<file path="config.mk">
export PLATFORM = sky130hd
export DESIGN_NAME = msd_decoder
export DESIGN_NICKNAME = d
export VERILOG_FILES = /design/src/rtl/msd_pkg.sv /design/src/rtl/msd_decoder.sv /design/src/rtl/msd_info_rom.sv
export VERILOG_INCLUDE_DIRS = /design/src /design/src/rtl
export SDC_FILE = /design/constraint.sdc
export NUM_CORES = 2
export LEC_CHECK = 0
export ABC_AREA = 0
export BUFFER_PORTS_ARGS = -buffer_cell sky130_fd_sc_hd__buf_2
export CAP_MARGIN = 30
export CORE_MARGIN = 4
export CORE_UTILIZATION = 62
export DETAILED_ROUTE_END_ITERATION = 10
export PLACE_DENSITY_LB_ADDON = 0.2
export SLEW_MARGIN = 20
export SYNTH_ARGS = -nofsm -noshare
export SYNTH_HDL_FRONTEND = slang
export SYNTH_SLANG_ARGS = --single-unit
</file>
<file path="constraint.sdc">
create_clock -name clk_sys -period 3.1 [get_ports clk_sys]
set_clock_uncertainty 0.05 [all_clocks]
set_input_delay 0.155 -clock clk_sys [delete_from_list [all_inputs] [get_ports clk_sys]]
set_output_delay 0.155 -clock clk_sys [all_outputs]
set_load 0.005 [all_outputs]
</file>
<file path="src/rtl/msd_map.svh">
`ifndef MSD_MAP_SVH
`define MSD_MAP_SVH
`define MSD_RF_AW 12
`define MSD_RF_CTRL_NIB 4'hf
`define MSD_RF_RAM_MAX 12'h100
`define MSD_PM_AW 16
`define MSD_PM_ERASED 8'hff
`define MSD_PM_OPT_LO 16'h0000
`define MSD_PM_OPT_HI 16'h0001
`define MSD_PM_RSTV_LO 16'h0002
`define MSD_PM_RSTV_HI 16'h0003
`define MSD_PM_IVEC_LO 16'h0004
`define MSD_PM_IVEC_HI 16'h003d
`define MSD_PM_CODE_LO 16'h003e
`define MSD_FLASH_MIN 32'd1024
`define MSD_FLASH_MAX 32'd12288
`define MSD_INFO_BASE_HI 9'h1fc
`define MSD_INFO_AW 7
`define MSD_INFO_PN_LO 7'h40
`define MSD_INFO_PN_HI 7'h53
`define MSD_PSEL_INFO_BIT 7
`define MSD_INFO_PAD 8'hff
`endif

</file>
<file path="src/rtl/msd_pkg.sv">
package msd_pkg;
  typedef enum logic [1:0] {
    MSD_RF_RAM = 2'b00,
    MSD_RF_HOLE = 2'b01,
    MSD_RF_CTRL = 2'b10
  } msd_rf_region_type;

  typedef enum logic [1:0] {
    MSD_PM_FLASH = 2'b00,
    MSD_PM_EMPTY = 2'b01,
    MSD_PM_INFO = 2'b10
  } msd_pm_region_type;

  typedef struct packed {
    logic req;
    logic wr;
    logic [11:0] addr;
    logic [7:0] wdata;
  } msd_rf_req_type;

  typedef struct packed {
    logic req;
    logic wr;
    logic [15:0] addr;
    logic [7:0] wdata;
  } msd_pm_req_type;

  typedef struct packed {
    logic valid;
    logic [7:0] rdata;
  } msd_rsp_type;
endpackage : msd_pkg
</file>
<file path="src/rtl/msd_decoder.sv">
// Functional notes
// - Register file space is 4096 bytes: general RAM plus control registers.
// - Top 256 locations F00-FFF go to the control register port, not RAM.
// - Unassigned control reads complete normally with undefined data.
// - RAM starts at address zero, at most 256 bytes.
// - Between RAM top and control window: undefined read, writes ignored.
// - Program space is 64KB; reads beyond flash return FF.
// - Writes to unimplemented program addresses change nothing.
// - Flash is 1KB to 12KB from address zero, per variant.
// - Option bits, reset vector, interrupt vectors, then code to flash top.
// - No data memory space; data accesses hit no storage.
// - Info area enabled by bit 7 of the flash page select value.
// - While enabled, reads FE00-FE7F return info area contents.
// - Info area is read-only through the overlay.
// - FE40-FE53 hold 20-char ASCII part id, padded with FF.
`timescale 1ns/10ps
`default_nettype none
`include "msd_map.svh"

module msd_decoder
  import msd_pkg::*;
#(
  parameter int RAM_BYTES = 256,
  parameter int FLASH_BYTES = 8192,
  // Arbitrary identifier text; each variant overrides it with its own.
  parameter logic [159:0] PART_ID = {"PART-ID0", {12{8'hff}}}
) (
  input wire logic clk_sys,
  input wire logic sys_rst,
  input wire msd_rf_req_type rfReq,
  output msd_rsp_type rfRsp,
  output logic ctrlReq,
  output logic ctrlWr,
  output logic [7:0] ctrlAddr,
  output logic [7:0] ctrlWdata,
  input wire logic [7:0] ctrlRdata,
  input wire msd_pm_req_type pmReq,
  output msd_rsp_type pmRsp,
  output logic flashReq,
  output logic flashWr,
  output logic [15:0] flashAddr,
  output logic [7:0] flashWdata,
  input wire logic [7:0] flashRdata,
  input wire logic [7:0] pageSelect,
  input wire logic dmReq,
  output logic dmAck,
  output logic [7:0] vectorRegion
);
  // ==========================================================================
  // State
  // ==========================================================================
  typedef struct packed {
    logic rfPend;
    msd_rf_region_type rfRegion;
    logic rfVld;
    logic [7:0] rfData;
    logic ctrlReq;
    logic ctrlWr;
    logic [7:0] ctrlAddr;
    logic [7:0] ctrlWdata;
    logic pmPend;
    msd_pm_region_type pmRegion;
    logic [6:0] infoAddr;
    logic pmVld;
    logic [7:0] pmData;
    logic flashReq;
    logic flashWr;
    logic [15:0] flashAddr;
    logic [7:0] flashWdata;
    logic dmAck;
    logic [7:0] vecReg;
  } msd_state_type;

  msd_state_type state_r;
  msd_state_type state_nxt;
  logic [7:0] ram_r [RAM_BYTES];
  logic [7:0] ramRd_r;
  logic [7:0] infoData;
  logic infoEn;
  logic ramHit;
  logic ramWe;
  logic [7:0] ramIdx;

  // The table keeps no state and has no write path at all.
  msd_info_rom #(.PART_ID(PART_ID)) u_info (
    .addr(state_r.infoAddr),
    .data(infoData)
  );

  // ==========================================================================
  // Register file RAM
  // ==========================================================================
  assign ramHit = ({20'h0, rfReq.addr} < RAM_BYTES);
  assign ramIdx = rfReq.addr[7:0];
  assign ramWe = rfReq.req && rfReq.wr && ramHit;

  // RAM content is not reset, as real register RAM powers up unknown.
  // The read is registered like a block RAM, so a read that meets a write to
  // the same byte in one cycle returns the old byte.
  always_ff @(posedge clk_sys) begin
    if (ramWe) begin
      ram_r[ramIdx] <= rfReq.wdata;
    end
    ramRd_r <= ram_r[ramIdx];
  end

  assign infoEn = pageSelect[`MSD_PSEL_INFO_BIT];

  // ==========================================================================
  // Next state
  // ==========================================================================
  always_comb begin
    state_nxt = state_r;
    state_nxt.rfVld = 1'b0;
    state_nxt.pmVld = 1'b0;
    state_nxt.ctrlReq = 1'b0;
    state_nxt.flashReq = 1'b0;
    state_nxt.rfPend = 1'b0;
    state_nxt.pmPend = 1'b0;
    // Data space is unbacked: acknowledge and move on, nothing stored.
    state_nxt.dmAck = dmReq;

    // Both spaces are pipelined alike, so back-to-back requests overlap.
    // Two-stage access: stage one decodes and launches, stage two answers.
    if (rfReq.req) begin
      state_nxt.rfPend = 1'b1;
      if (rfReq.addr[11:8] == `MSD_RF_CTRL_NIB) begin
        state_nxt.rfRegion = MSD_RF_CTRL;
        state_nxt.ctrlReq = 1'b1;
        state_nxt.ctrlWr = rfReq.wr;
        state_nxt.ctrlAddr = rfReq.addr[7:0];
        state_nxt.ctrlWdata = rfReq.wdata;
      end else if (ramHit) begin
        state_nxt.rfRegion = MSD_RF_RAM;
      end else begin
        state_nxt.rfRegion = MSD_RF_HOLE;
      end
    end
    if (state_r.rfPend) begin
      state_nxt.rfVld = 1'b1;
      case (state_r.rfRegion)
        MSD_RF_RAM: state_nxt.rfData = ramRd_r;
        // Reserved control slots answer whatever the peripheral bus floats.
        MSD_RF_CTRL: state_nxt.rfData = ctrlRdata;
        default: state_nxt.rfData = `MSD_PM_ERASED;
      endcase
    end

    if (pmReq.req) begin
      state_nxt.pmPend = 1'b1;
      state_nxt.infoAddr = pmReq.addr[6:0];
      // Classes: 01 option bits, 02 reset vector, 04 interrupt vectors, 08 code.
      state_nxt.vecReg = 8'h00;
      if (pmReq.addr <= `MSD_PM_OPT_HI) begin
        state_nxt.vecReg = 8'h01;
      end else if (pmReq.addr <= `MSD_PM_RSTV_HI) begin
        state_nxt.vecReg = 8'h02;
      end else if (pmReq.addr <= `MSD_PM_IVEC_HI) begin
        state_nxt.vecReg = 8'h04;
      end else if ({16'h0, pmReq.addr} < FLASH_BYTES) begin
        state_nxt.vecReg = 8'h08;
      end
      // The window test comes first, so an enabled overlay would hide flash
      // even in a variant large enough to reach that far.
      if (infoEn && pmReq.addr[15:7] == `MSD_INFO_BASE_HI) begin
        state_nxt.pmRegion = MSD_PM_INFO;
      end else if ({16'h0, pmReq.addr} < FLASH_BYTES) begin
        state_nxt.pmRegion = MSD_PM_FLASH;
        state_nxt.flashReq = 1'b1;
        state_nxt.flashWr = pmReq.wr;
        state_nxt.flashAddr = pmReq.addr;
        state_nxt.flashWdata = pmReq.wdata;
      end else begin
        state_nxt.pmRegion = MSD_PM_EMPTY;
      end
    end
    if (state_r.pmPend) begin
      state_nxt.pmVld = 1'b1;
      case (state_r.pmRegion)
        MSD_PM_FLASH: state_nxt.pmData = flashRdata;
        MSD_PM_INFO: state_nxt.pmData = infoData;
        default: state_nxt.pmData = `MSD_PM_ERASED;
      endcase
    end
  end

  always_ff @(posedge clk_sys or posedge sys_rst) begin
    if (sys_rst) begin
      state_r <= '0;
    end else begin
      state_r <= state_nxt;
    end
  end

  // ==========================================================================
  // Outputs
  // ==========================================================================
  assign rfRsp = '{valid: state_r.rfVld, rdata: state_r.rfData};
  assign pmRsp = '{valid: state_r.pmVld, rdata: state_r.pmData};
  assign ctrlReq = state_r.ctrlReq;
  assign ctrlWr = state_r.ctrlWr;
  assign ctrlAddr = state_r.ctrlAddr;
  assign ctrlWdata = state_r.ctrlWdata;
  assign flashReq = state_r.flashReq;
  assign flashWr = state_r.flashWr;
  assign flashAddr = state_r.flashAddr;
  assign flashWdata = state_r.flashWdata;
  assign dmAck = state_r.dmAck;
  assign vectorRegion = state_r.vecReg;

  // ==========================================================================
  // Checks
  // ==========================================================================
  // Each check names the request in its antecedent and the answer in the same cycle or one or two edges later.
  // Reserved control reads are not checked for data, as they may return anything.
  a_ctrl_window: assert property (@(posedge clk_sys) disable iff (sys_rst)
    rfReq.req && rfReq.addr[11:8] == `MSD_RF_CTRL_NIB |=> ctrlReq && ctrlAddr == $past(rfReq.addr[7:0]))
    else $error("control window access not forwarded");

  a_ctrl_write: assert property (@(posedge clk_sys) disable iff (sys_rst)
    rfReq.req && rfReq.wr && rfReq.addr[11:8] == `MSD_RF_CTRL_NIB
      |=> ctrlWr && ctrlWdata == $past(rfReq.wdata))
    else $error("control write not forwarded");

  a_ram_no_ctrl: assert property (@(posedge clk_sys) disable iff (sys_rst)
    rfReq.req && rfReq.addr[11:8] != `MSD_RF_CTRL_NIB |=> !ctrlReq)
    else $error("non-control address reached control port");

  a_ram_write: assert property (@(posedge clk_sys) disable iff (sys_rst)
    rfReq.req && rfReq.wr && {20'h0, rfReq.addr} < RAM_BYTES |-> ramWe)
    else $error("RAM write not enabled");

  a_rf_answer: assert property (@(posedge clk_sys) disable iff (sys_rst)
    rfReq.req |=> ##1 rfRsp.valid)
    else $error("register access did not complete");

  a_rf_idle: assert property (@(posedge clk_sys) disable iff (sys_rst)
    !rfReq.req |=> ##1 !rfRsp.valid)
    else $error("register answer without request");

  a_hole_no_write: assert property (@(posedge clk_sys) disable iff (sys_rst)
    rfReq.req && rfReq.wr && rfReq.addr >= `MSD_RF_RAM_MAX |-> !ramWe)
    else $error("write above RAM reached storage");

  a_hole_read: assert property (@(posedge clk_sys) disable iff (sys_rst)
    rfReq.req && rfReq.addr[11:8] != `MSD_RF_CTRL_NIB && {20'h0, rfReq.addr} >= RAM_BYTES
      |=> ##1 rfRsp.valid && rfRsp.rdata == `MSD_PM_ERASED)
    else $error("reserved register read not FF");

  a_pm_erased: assert property (@(posedge clk_sys) disable iff (sys_rst)
    pmReq.req && !infoEn && {16'h0, pmReq.addr} >= FLASH_BYTES
      |=> !flashReq ##1 pmRsp.valid && pmRsp.rdata == `MSD_PM_ERASED)
    else $error("unimplemented program read not FF");

  a_pm_answer: assert property (@(posedge clk_sys) disable iff (sys_rst)
    pmReq.req |=> ##1 pmRsp.valid)
    else $error("program access did not complete");

  a_pm_no_write: assert property (@(posedge clk_sys) disable iff (sys_rst)
    pmReq.req && pmReq.wr && {16'h0, pmReq.addr} >= FLASH_BYTES |=> !flashReq)
    else $error("write beyond flash forwarded");

  a_flash_fwd: assert property (@(posedge clk_sys) disable iff (sys_rst)
    pmReq.req && !(infoEn && pmReq.addr[15:7] == `MSD_INFO_BASE_HI)
      && {16'h0, pmReq.addr} < FLASH_BYTES
      |=> flashReq && flashAddr == $past(pmReq.addr) && flashWr == $past(pmReq.wr))
    else $error("flash access not forwarded");

  a_info_overlay: assert property (@(posedge clk_sys) disable iff (sys_rst)
    pmReq.req && infoEn && pmReq.addr[15:7] == `MSD_INFO_BASE_HI
      |=> !flashReq ##1 pmRsp.valid && pmRsp.rdata == $past(infoData))
    else $error("info overlay read wrong");

  a_info_ro: assert property (@(posedge clk_sys) disable iff (sys_rst)
    pmReq.req && pmReq.wr && infoEn && pmReq.addr[15:7] == `MSD_INFO_BASE_HI |=> !flashReq)
    else $error("info area write reached flash");

  // Holds while every variant's flash stays below the window.
  a_info_off: assert property (@(posedge clk_sys) disable iff (sys_rst)
    pmReq.req && !infoEn && pmReq.addr[15:7] == `MSD_INFO_BASE_HI
      |=> ##1 pmRsp.rdata == `MSD_PM_ERASED)
    else $error("disabled info window not decoded as program memory");

  a_data_space: assert property (@(posedge clk_sys) disable iff (sys_rst)
    dmReq && !pmReq.req |=> dmAck && !flashReq)
    else $error("data space access not acknowledged");

  a_data_idle: assert property (@(posedge clk_sys) disable iff (sys_rst)
    !dmReq |=> !dmAck)
    else $error("data space acknowledged without request");

  a_vector_map: assert property (@(posedge clk_sys) disable iff (sys_rst)
    pmReq.req && pmReq.addr == `MSD_PM_RSTV_LO |=> vectorRegion == 8'h02)
    else $error("reset vector not classified");

  a_vector_code: assert property (@(posedge clk_sys) disable iff (sys_rst)
    pmReq.req && pmReq.addr >= `MSD_PM_CODE_LO && {16'h0, pmReq.addr} < FLASH_BYTES
      |=> vectorRegion == 8'h08)
    else $error("code area not classified");

  a_vector_none: assert property (@(posedge clk_sys) disable iff (sys_rst)
    pmReq.req && {16'h0, pmReq.addr} >= FLASH_BYTES |=> vectorRegion == 8'h00)
    else $error("address beyond flash classified");
endmodule : msd_decoder
`default_nettype wire

</file>
<file path="src/rtl/msd_info_rom.sv">
`timescale 1ns/10ps
`default_nettype none
`include "msd_map.svh"

// Read-only information area; a constant table, so writes cannot reach it.
module msd_info_rom
  import msd_pkg::*;
#(
  // Arbitrary identifier text, padded; the decoder passes each variant's own.
  parameter logic [159:0] PART_ID = {"PART-ID0", {12{8'hff}}}
) (
  input wire logic [6:0] addr,
  output logic [7:0] data
);
  logic [7:0] pnIdx;

  always_comb begin
    pnIdx = 8'({1'b0, addr} - {1'b0, `MSD_INFO_PN_LO});
    if (addr >= `MSD_INFO_PN_LO && addr <= `MSD_INFO_PN_HI) begin
      // First character sits in the top byte so text is left-justified.
      data = PART_ID[8'd159 - {pnIdx[4:0], 3'b000} -: 8];
    end else begin
      data = `MSD_INFO_PAD;
    end
  end
endmodule : msd_info_rom
`default_nettype wire

</file>
==> impl_results.md <==
* Clk_lat worst skew at 820 ps
* Worst setup margin at 247 ps
* DRC at 0
* Register area share after synthesis at 77.5%
* Worst Hold Class: input pin to flop
* All-Layer GR Usage at 28.8%
* Least-Margin Pin Slew at 933 ps
* Crit. End Element: flop
* Met3 wire length at 20800 um
* Initial antenna violation count at 6
* Slowest cell on the critical path: dlygate4sd3_1
* TritonCTS Buffers at 201
* Post-synth top area cell: edfxtp_1
* CP delay by family, top: simple AND/OR/NAND/NOR gates
* Crit-path cells: dlygate4sd3_1, buf_2, nor4_1, nand3_1, nor3_1, buf_4, nand2_1, buf_4, nor2_1, buf_4
* Root Buffer: clkbuf_16
* Critical Path AT at 3330 ps
* Fin crit share at 92.0%
* Most frequent CP cell: buf_4
* Dominant synthesized flop cell: edfxtp_1
* CTS tree: built
* Wire per inst at 30.4 um
* DP HPWL at 120000 um
* Clock Path Buffers at 3
* Layout cells sized above 1 at 32.0%
* Placer congestion estimate at 0.879
* Worst EP required at 3580 ps
* Clock sinks at 2136
* Fillers at 7461
* Vias per std cell at 6.55
* Max stage delay on crit path at 530 ps
* Final setup vio count at 0
* Top cells by area, synth: edfxtp_1 75%, mux4_2 14%, dfrtp_1 2.4%, a22oi_1 2.3%, nor2_1 1.2%
* Top sig layer: met4
* Tmin final at 2850 ps
* Synth cell types at 43
* Synthesis-to-finish area growth at 15.7%
* First-pass iteration count of the detailed router at 5
* Core ar. at 131000 um^2
* Worst-path fanout max at 10
* Post-synth top area share at 74.9%
* FF+latch count, synth at 2136
* Drt total wl at 194000 um
* Cells after Synth at 3859
* Most common cell in the synthesized netlist: edfxtp_1
* Vias in the first global route at 42300
* CP startpoint kind: input pin
* Number of port buffers at 134
* Final Net Count at 4534
* RSZ-0062 raised after global routing: false
* Die extent in x at 372 um
* CTS resizes at 0
* Yosys warns at 0
* Initial core utilization at 62.5%
* WL met1 at 74700 um
* Setup TNS at 0 ps
* Status: complete, no violations
* Largest net degree at the start of global routing at 134
* Ys async rst share at 3.75%
* Post-place setup slack at 12.2 ps
* Worst-path clk slew at 60 ps
* Final Max Slew Viols at 0
* Highest clock rate at 351 MHz
* Post-Syn Area per Cell at 21.3 um^2
* H-tree levels at 4
* Final hold violations at 0
* # rows at 133
* # IOs at 146
* DRT iter0 DRCs at 5355
* Met2 Wirelength at 93600 um
* ANT nets after route at 0
* Post-synth EDFFs at 2048
* Die Ht at 372 um
* WS Path Type: input pin to flop
* Synth cell count leaders: 2048 x edfxtp_1, 512 x mux4_2, 272 x nor2_1
* Total gr overflow at 0
* Hold buffer count at CTS at 68
* Die ar. at 138000 um^2
* Crit path buf inv count at 5
* Leakage at 30.8 nW
* Vias post-DR at 41800
* First-pass GRT wire length at 287000 um
* Pwr/cell area at 621 nW/um^2
* Post-Syn Area at 82100 um^2
* Rel. slew slack at 37.8%
* Maximum vdd drop at 0.000535 V
* Max cap viols at 0
* Post-CTS Setup Bufs at 0
-- state kept, by name, indices dropped and copies added (netlist names) --
signal and cells:
ram_r 2048, flashAddr 16, state_r 13, pmRsp 9, rfRsp 9, ctrlAddr 8, ctrlWdata 8, flashWdata 8
ramRd_r 8, vectorRegion 4, ctrlReq 1, ctrlWr 1, dmAck 1, flashReq 1, flashWr 1
-- worst reg2reg max path: cells and delay by family (launching register included) --
family | cells | cell delay (ps)
AO/OA/AOI/OAI | 3 | 1190
multiplexers | 1 | 480
flip-flops | 1 | 380
AND/OR/NAND/NOR | 1 | 240
-- power by group --
part	internal (W)	leakage, nW	switching [W]
combinational	0.00127	8.27	0.00186
sequential	0.0318	19.4	0.000123
clock	0.0136	3.15	0.0103
-- metal layers --
metal / vias to the layer above / global-route usage [%]
li1: 17200 / -
met1: 21900 / 42.0
met2: 2402 / 44.9
met3: 286 / 6.89
met4: 0 / 7.87
met5: - / 0
-- logic make-up (layout without fill, tap and decap cells) --
logic type / count (synthesis) / in the layout / synth area share (%)
buf+inv: 324 / 1085 / 2.00
compound gates: 470 / 470 / 3.87
flops: 2136 / 2136 / 77.5
other cells: 1 / 8 / 0.00457
xor+xnor: 2 / 2 / 0.0213
simple gates: 357 / 357 / 1.76
mux: 561 / 561 / 14.7
fa+ha+maj: 8 / 8 / 0.122
-- path summary, 6_finish.rpt --
check                              start  slack (ps)       endpoint  cells past startpoint
max in group asynchronous        sys_rst        1650    ctrlAddr[6]                      5
min reg2reg                flashAddr[13]         430  flashAddr[13]                      1
max reg2reg                ram_r[175][5]         590     ramRd_r[5]                      5
min                             pmReq[5]          80  flashWdata[5]                      3
min in group asynchronous        sys_rst         570   flashAddr[9]                      4
max                            rfReq[18]         250  ram_r[226][0]                     10
-- layout by cell type, fill, tap and decap left out, types with 7 or more instances in the layout --
| cell | instances |
|---|---|
| inv_1 | 22 |
| clkbuf_1 | 50 |
| clkbuf_16 | 206 |
| a22oi_1 | 256 |
| clkinv_2 | 40 |
| a31oi_1 | 11 |
| bufinv_16 | 15 |
| inv_6 | 8 |
| buf_2 | 124 |
| ha_1 | 8 |
| mux2i_1 | 8 |
| clkinv_1 | 41 |
| nor2_1 | 271 |
| o41ai_1 | 32 |
| a21oi_1 | 134 |
| dfrtp_1 | 80 |
| nand4_1 | 12 |
| edfxtp_1 | 2048 |
| nand2_1 | 29 |
| o221ai_1 | 7 |
| o21ai_0 | 20 |
| nand2_2 | 12 |
| buf_12 | 54 |
| clkbuf_8 | 13 |
| dlygate4sd3_1 | 68 |
| dfxtp_1 | 8 |
| mux2_2 | 41 |
| mux4_2 | 512 |
| buf_4 | 430 |
-- layout make-up --
| class | count | area [um^2] | area share (%) |
|---|---|---|---|
| Inverter | 24 | 92.6 | 0.0974 |
| Tap cell | 1755 | 2200 | 2.31 |
| Clock buffer | 265 | 5470 | 5.75 |
| Sequential cell | 2136 | 63700 | 67.0 |
| Antenna cell | 4 | 10.0 | 0.0105 |
| Multi-Input combinational cell | 1402 | 16900 | 17.8 |
| Timing Repair Buffer | 686 | 5760 | 6.06 |
| Clock inverter | 110 | 948 | 0.998 |
-- per-stage QoR --
stage	instance area [um^2]	total power [W]	hold WS, ps	util (%)	std cells
2_1_floorplan	82100	0.0342	136	-	3862
3_3_place_gp	87900	0.0355	220	66.9	5935
3_5_place_dp	87900	0.0356	221	66.9	5935
4_1_cts	95000	0.0593	0.455	72.3	6378
5_1_grt	95000	0.0608	61.0	72.3	6378
6_report	95000	0.0590	76.3	72.3	6382
(Power assumes the default switching activity.)
